File: config.mk
export PLATFORM = sky130hd
export DESIGN_NAME = mpm_mapper
export DESIGN_NICKNAME = d
export VERILOG_FILES = /design/src/rtl/mpm_pkg.sv /design/src/rtl/mpm_mapper.sv
export VERILOG_INCLUDE_DIRS = /design/src /design/src/rtl
export SDC_FILE = /design/constraint.sdc
export NUM_CORES = 1
export LEC_CHECK = 0
export CAP_MARGIN = 5
export CELL_PAD_IN_SITES_DETAIL_PLACEMENT = 1
export CELL_PAD_IN_SITES_GLOBAL_PLACEMENT = 1
export CORE_MARGIN = 3
export CORE_UTILIZATION = 44
export CTS_CLUSTER_DIAMETER = 30
export CTS_CLUSTER_SIZE = 25
export DETAILED_ROUTE_END_ITERATION = 10
export DONT_BUFFER_PORTS = 1
export GPL_ROUTABILITY_DRIVEN = 1
export PLACE_DENSITY = 0.76
export SETUP_SLACK_MARGIN = 0.02
export SYNTH_ARGS = -nofsm -noshare
export SYNTH_HDL_FRONTEND = slang
export SYNTH_SLANG_ARGS = --single-unit
File: constraint.sdc
create_clock -name mclk_i -period 0.94 [get_ports mclk_i]
set_input_delay 0.141 -clock mclk_i [delete_from_list [all_inputs] [get_ports mclk_i]]
set_output_delay 0.141 -clock mclk_i [all_outputs]
set_load 0.01 [all_outputs]
File: src/rtl/mpm_defs.svh
// Constants for the memory page mapper: register reset, field positions and map bounds.
`ifndef MPM_DEFS_SVH
`define MPM_DEFS_SVH

`define MPM_PAGE_SEL_RST 8'h00
`define MPM_IO_ADDR_DEF 16'hFF80
`define MPM_EPR_A15_BIT 1
`define MPM_EPR_A16_BIT 0
`define MPM_SRAM_A15_BIT 3
`define MPM_SRAM_A16_BIT 2
`define MPM_MULTI_LSB 4
`define MPM_IO_REGION_HI 8'hFF
`define MPM_MODE_RST 2'h0

`endif

File: src/rtl/mpm_pkg.sv
// Types for the memory page mapper.
package mpm_pkg;

  typedef enum logic [1:0] {
    MPM_MODE_STD,
    MPM_MODE_MULTI_CODE,
    MPM_MODE_MULTI_DATA,
    MPM_MODE_RSVD
  } mpm_mode_t;

  typedef struct packed {
    logic [15:0] addr;
    logic code_rd;
    logic data_rd;
    logic data_wr;
  } mpm_bus_t;

  typedef struct packed {
    logic eprom_cs;
    logic [1:0] eprom_hi;
    logic sram_cs;
    logic [1:0] sram_hi;
    logic multi_cs;
    logic [3:0] multi_hi;
  } mpm_mem_t;

endpackage

File: src/rtl/mpm_mapper.sv
// Memory page mapper: page-select register in I/O space and socket decoding.
// Operation
// - Page sockets into code and data windows.
// - Page-select register lives in I/O space.
// - Bits 1,0 drive EPROM A15,A16.
// - Bits 3,2 drive SRAM A15,A16.
// - Bits 7..4 drive multi socket A18..A15.
// - Reset clears page-select register.
// - Cleared: EPROM low half, SRAM high.
// - Each socket uses only its bits.
// - Code and data cycles decoded separately.
`timescale 1ns/1ps
`include "mpm_defs.svh"

module mpm_mapper (
  input wire logic mclk_i,
  input wire logic sys_rst_i,
  input mpm_pkg::mpm_bus_t bus_i,
  input wire logic io_wr_i,
  input wire logic io_rd_i,
  input wire logic [15:0] io_addr_i,
  input wire logic [7:0] io_wdata_i,
  input mpm_pkg::mpm_mode_t mode_i,
  output logic [7:0] io_rdata_o,
  output logic io_rvalid_o,
  output mpm_pkg::mpm_mem_t mem_o
);
  import mpm_pkg::*;

  // ----------------------------------------
  // I/O address decode
  // ----------------------------------------
  logic sel_hit;
  logic sel_wr;
  logic sel_rd;

  // The page-select register answers one I/O address only.
  assign sel_hit = (io_addr_i == `MPM_IO_ADDR_DEF);
  assign sel_wr = io_wr_i & sel_hit;
  assign sel_rd = io_rd_i & sel_hit;

  // ----------------------------------------
  // Page-select register
  // ----------------------------------------
  logic [7:0] page_sel_q;

  always_ff @(posedge mclk_i or posedge sys_rst_i) begin
    if (sys_rst_i) begin
      page_sel_q <= `MPM_PAGE_SEL_RST;
    end else if (sel_wr) begin
      page_sel_q <= io_wdata_i;
    end
  end

  // ----------------------------------------
  // Read-back
  // ----------------------------------------
  // Every I/O read is answered one cycle later, even when it misses the register.
  always_ff @(posedge mclk_i or posedge sys_rst_i) begin
    if (sys_rst_i) begin
      io_rvalid_o <= 1'b0;
    end else begin
      io_rvalid_o <= io_rd_i;
    end
  end

  // Reads of any other I/O address return zero with the same one-cycle latency.
  always_ff @(posedge mclk_i or posedge sys_rst_i) begin
    if (sys_rst_i) begin
      io_rdata_o <= 8'h00;
    end else if (sel_rd) begin
      io_rdata_o <= page_sel_q;
    end else begin
      io_rdata_o <= 8'h00;
    end
  end

  // ----------------------------------------
  // Socket address lines
  // ----------------------------------------
  logic [1:0] eprom_hi_d;
  logic [1:0] sram_hi_d;
  logic [3:0] multi_hi_d;

  // Upper address lines always follow their own bit group.
  assign eprom_hi_d = {page_sel_q[`MPM_EPR_A16_BIT], page_sel_q[`MPM_EPR_A15_BIT]};
  assign sram_hi_d = {page_sel_q[`MPM_SRAM_A16_BIT], page_sel_q[`MPM_SRAM_A15_BIT]};

  // Each multi socket line follows one register bit, A15 from the lowest bit of the group.
  for (genvar gi = 0; gi < 4; gi++) begin : g_multi_line
    assign multi_hi_d[gi] = page_sel_q[`MPM_MULTI_LSB + gi];
  end

  // ----------------------------------------
  // Cycle classification
  // ----------------------------------------
  logic io_region;
  logic hi_half;
  logic code_cyc;
  logic data_cyc;

  // The top page belongs to on-board I/O, so no memory cycle is seen there.
  assign io_region = (bus_i.addr[15:8] == `MPM_IO_REGION_HI);
  assign hi_half = bus_i.addr[15];
  // A code fetch wins over a data strobe that should never come with it.
  assign code_cyc = bus_i.code_rd & !io_region;
  assign data_cyc = (bus_i.data_rd | bus_i.data_wr) & !bus_i.code_rd & !io_region;

  // ----------------------------------------
  // Program EPROM select
  // ----------------------------------------
  logic eprom_cs_d;

  always_comb begin
    eprom_cs_d = 1'b0;
    case (mode_i)
      MPM_MODE_MULTI_DATA: begin
        eprom_cs_d = code_cyc;
      end
      default: begin
        eprom_cs_d = code_cyc & !hi_half;
      end
    endcase
  end

  // ----------------------------------------
  // SRAM select
  // ----------------------------------------
  logic sram_cs_d;

  always_comb begin
    sram_cs_d = 1'b0;
    case (mode_i)
      MPM_MODE_MULTI_DATA: begin
        sram_cs_d = data_cyc & !hi_half;
      end
      default: begin
        sram_cs_d = data_cyc & hi_half;
      end
    endcase
  end

  // ----------------------------------------
  // Multi-type socket select
  // ----------------------------------------
  logic multi_cs_d;

  always_comb begin
    multi_cs_d = 1'b0;
    case (mode_i)
      MPM_MODE_MULTI_CODE: begin
        multi_cs_d = code_cyc & hi_half;
      end
      MPM_MODE_MULTI_DATA: begin
        multi_cs_d = data_cyc & hi_half;
      end
      default: begin
        multi_cs_d = 1'b0;
      end
    endcase
  end

  // ----------------------------------------
  // Memory side outputs
  // ----------------------------------------
  mpm_mem_t mem_d;
  mpm_mem_t mem_q;

  always_comb begin
    mem_d = '0;
    mem_d.eprom_cs = eprom_cs_d;
    mem_d.eprom_hi = eprom_hi_d;
    mem_d.sram_cs = sram_cs_d;
    mem_d.sram_hi = sram_hi_d;
    mem_d.multi_cs = multi_cs_d;
    mem_d.multi_hi = multi_hi_d;
  end

  // Registering the map keeps every memory-side line glitch free.
  always_ff @(posedge mclk_i or posedge sys_rst_i) begin
    if (sys_rst_i) begin
      mem_q <= '0;
    end else begin
      mem_q <= mem_d;
    end
  end

  assign mem_o = mem_q;

endmodule

==> metrics.md <==
| Metric | Value |
|---|---|
| Critical path's slowest cell | or4b_4 |
| Slew HR | 81.90% |
| Proportion of layout cells with a drive suffix above 1 | 25.84% |
| Clk sinks | 28 |
| Crit. End Element | register |
| LEAKAGE | 0.7030 nW |
| Via count | 637 |
| Post-Syn Area | 1056 sq um |
| Hold Crit Class | input pin to register |
| CP startpoint kind | input pin |
| DRT iter0 DRCs | 4 |
| Core area | 2255 sq um |
| F_max | 764.4 MHz |
| Final hold vios | 0 |
| Least-Margin Pin Slew | 0.2690 ns |
| ANT cells | 0 |
| Clock root cell | clkbuf_4 |
| Commonest cells in the netlist | 28 x dfrtp_1, 8 x and3_1, 8 x mux2_4 |
| Global route total overflow | 0 |
| CTS tree | done |
| Fin crit share | 139.2% |
| Clk buf depth | 2 |
| Clk Latency, worst-skew pair | 0.31 ns |
| CP Class | input pin to register |
| Most numerous cell on the critical path | buf_4 |
| DRC Markers | 0 |
| Critical Path RT | 1.21 ns |
| Synthesized net count | 119 |
| Worst VDD drop | 0.0006857 V |
| WP data arrival | 1.57 ns |
| Port Buf Inserts | 0 |
| Filler cells | 242 |
| Post-Synthesis Cells | 68 |
| Status | complete, but fails checks |
| Top-count cell post-synth | dfrtp_1 |
| Yosys top cell area share | 66.35% |
| Die extent in x | 54.99 microns |
| Htree depth | 1 |
| Synth Register Bits | 28 |
| Synth area leaders | dfrtp_1 66%, mux2_4 11%, and3_1 4.7% |
| Final wirelength | 2142 microns |
| Number of synthesized flops with an enable pin | 0 |
| Hold Path Sink | mem_o[4] |
| Via density | 5.444 |
| Site Rows | 17 |
| Pwr dens | 1455 nW/um^2 |
| Hpwl dp | 1553 microns |
| Inserted Clock Buffers | 3 |
| Min Tclk post-route | 1.308 ns |
| Area growth from synthesis to layout | 24.53% |
| Worst Min Path Start | mode_i[1] |
| Vias in the first global route | 689 |
| Worst R2R End | page_sel_q[6] |
| Synth area leader | dfrtp_1 |
| Pre-CTS setup slack | -0.7171 ns |
| First-pass GRT wire length | 3318 microns |
| Delay of the slowest critical-path stage | 0.54 ns |
| I/O pins | 69 |
| Total track usage | 16.04% |
| WL per Instance | 18.31 microns |
| Worst R2R Path Depth | 1 |
| Fraction of registers with async set/reset | 100.0% |
| Failing checks | negative setup slack |
| Post-synthesis cell type count | 17 |
| RSZ-0062 raised after global routing | true |
| Clock skew | 0.002111 ns |
| CTS clk-pin slew, worst paths | 0.14 ns |
| Pin count of the biggest net entering global routing | 26 |
| Final setup violation count | 16 |
| Max-Cap Viols | 0 |
| CTS Hold Buffers Added | 12 |
| Global placement routability congestion | 0.6175 |
| Antenna violations before repair | 0 |
| Ys flop type | dfrtp_1 |
| Setup ws final | -0.3682 ns |
| Post-route design area | 1315 sq um |
| Nets | 141 |
| Fin util | 58.32% |
| Design Power | 0.001914 W |
| Drt pass-1 iters | 4 |
| CP max FO | 8 |
| YS warnings | 0 |
| Post-DRT Antenna Nets | 0 |
| Seq/Total Area, Yosys | 66.35% |
| Placement Cell Area | 1134 sq um |
| Min-Delay Path Depth | 2 |
| Die ar. | 3024 sq um |
| Starting Density | 46.84% |
| Slew Viols, Final | 0 |
| TNS Setup | -5.663 ns |
| Avg Inst Size Synth | 15.53 sq um |
| Die H | 54.99 microns |
| Reg2reg setup slack | 0.15 ns |
| RR Startpoint | page_sel_q[6] |
| CP cell instances | or4b_4 -> buf_4 -> buf_6 -> nor4_4 -> buf_4 -> and3_4 |
## what timing repair did
action	CTS	global route
setup buffers	1	0
endpoints found under the hold margin	48	1
pin swaps	3	1
endpoints found under the setup margin	16	36
resized for setup	3	0
## state kept, by name, indices dropped and copies added, names as in the netlist
register and flops:
io_rvalid_o 1, mem_o 11, page_sel_q 8, io_rdata_o 8
## layer usage
metal / wire length [microns] / up-vias / share of wire (%) / track usage [%]
met2: 1130 / 39 / 53 / 26.77
met4: 27 / 0 / 1.3 / 8.502
met3: 187 / 2 / 8.7 / 2.681
met5: 0 / - / 0 / 0
li1: - / 284 / - / -
met1: 797 / 312 / 37 / 19.73
## per-stage QoR
step                hold slack, ns  cells
floorplan                   0.1724     68
global placement          -0.05617    100
detailed placement        -0.05332    100
CTS                     -0.0009898    117
global route              -0.02277    117
finish                   0.0004737    117
## layout make-up
cell class                 count  area, sq um  area share, %
sequential                    28        700.7          53.28
inverter                       4        15.01          1.142
tap                           28        35.03          2.664
clock buffer                   4        36.28          2.759
multi-input combinational     36        354.1          26.93
timing repair buffer          17        173.9          13.23
## report_power, final
group          internal (W)  switching (W)  leakage (nW)  total, W
clock              0.000236       0.000327        0.0210  0.000564
combinational     0.0000666      0.0000603         0.295  0.000127
sequential          0.00121     0.00000898         0.387   0.00122
## worst max-delay path, delay by kind of cell
family / cells / cell delay, ns
buffers and inverters: 3 / 0.45
AND/OR/NAND/NOR: 3 / 0.97
## worst max path at each step
stage | from | endpoint | cells past startpoint | slack (ns)
2_1_floorplan | io_addr_i[1] | page_sel_q[0] | 4 | -0.64
3_3_place_gp | io_addr_i[1] | page_sel_q[6] | 4 | -0.66
3_5_place_dp | io_addr_i[1] | page_sel_q[6] | 4 | -0.72
4_1_cts | io_addr_i[2] | page_sel_q[6] | 4 | -0.37
5_1_grt | io_addr_i[2] | page_sel_q[6] | 4 | -0.37
6_report | io_addr_i[2] | io_rdata_o[2] | 6 | -0.37
## layout by cell type (no fill, tap or decap)
cell,netlist,layout
dfrtp_1,28,28
or4_4,1,1
a21oi_1,1,1
nand2_4,1,1
nor4_1,2,2
buf_12,0,1
buf_6,0,1
nor3b_1,1,1
and3_4,0,1
and3_1,8,7
clkbuf_8,0,1
clkbuf_4,0,3
xnor2_1,1,1
or4b_4,1,1
nor2_1,3,3
buf_4,0,3
o21ai_0,1,1
mux2_4,8,8
inv_1,4,4
nor4_4,1,2
dlygate4sd3_1,0,12
ha_1,2,2
nand4_1,4,4
## logic make-up (layout without fill, tap and decap cells)
| logic type | after synthesis | after routing | synth area share [%] |
|---|---|---|---|
| xor+xnor | 1 | 1 | 0.8295 |
| simple gates | 23 | 23 | 16.71 |
| fa+ha+maj | 2 | 2 | 2.369 |
| compound gates | 2 | 2 | 0.9470 |
| mux | 8 | 8 | 11.37 |
| buf+inv | 4 | 25 | 1.421 |
| flops | 28 | 28 | 66.35 |
No activity file was read; power rests on OpenSTA's default activity.
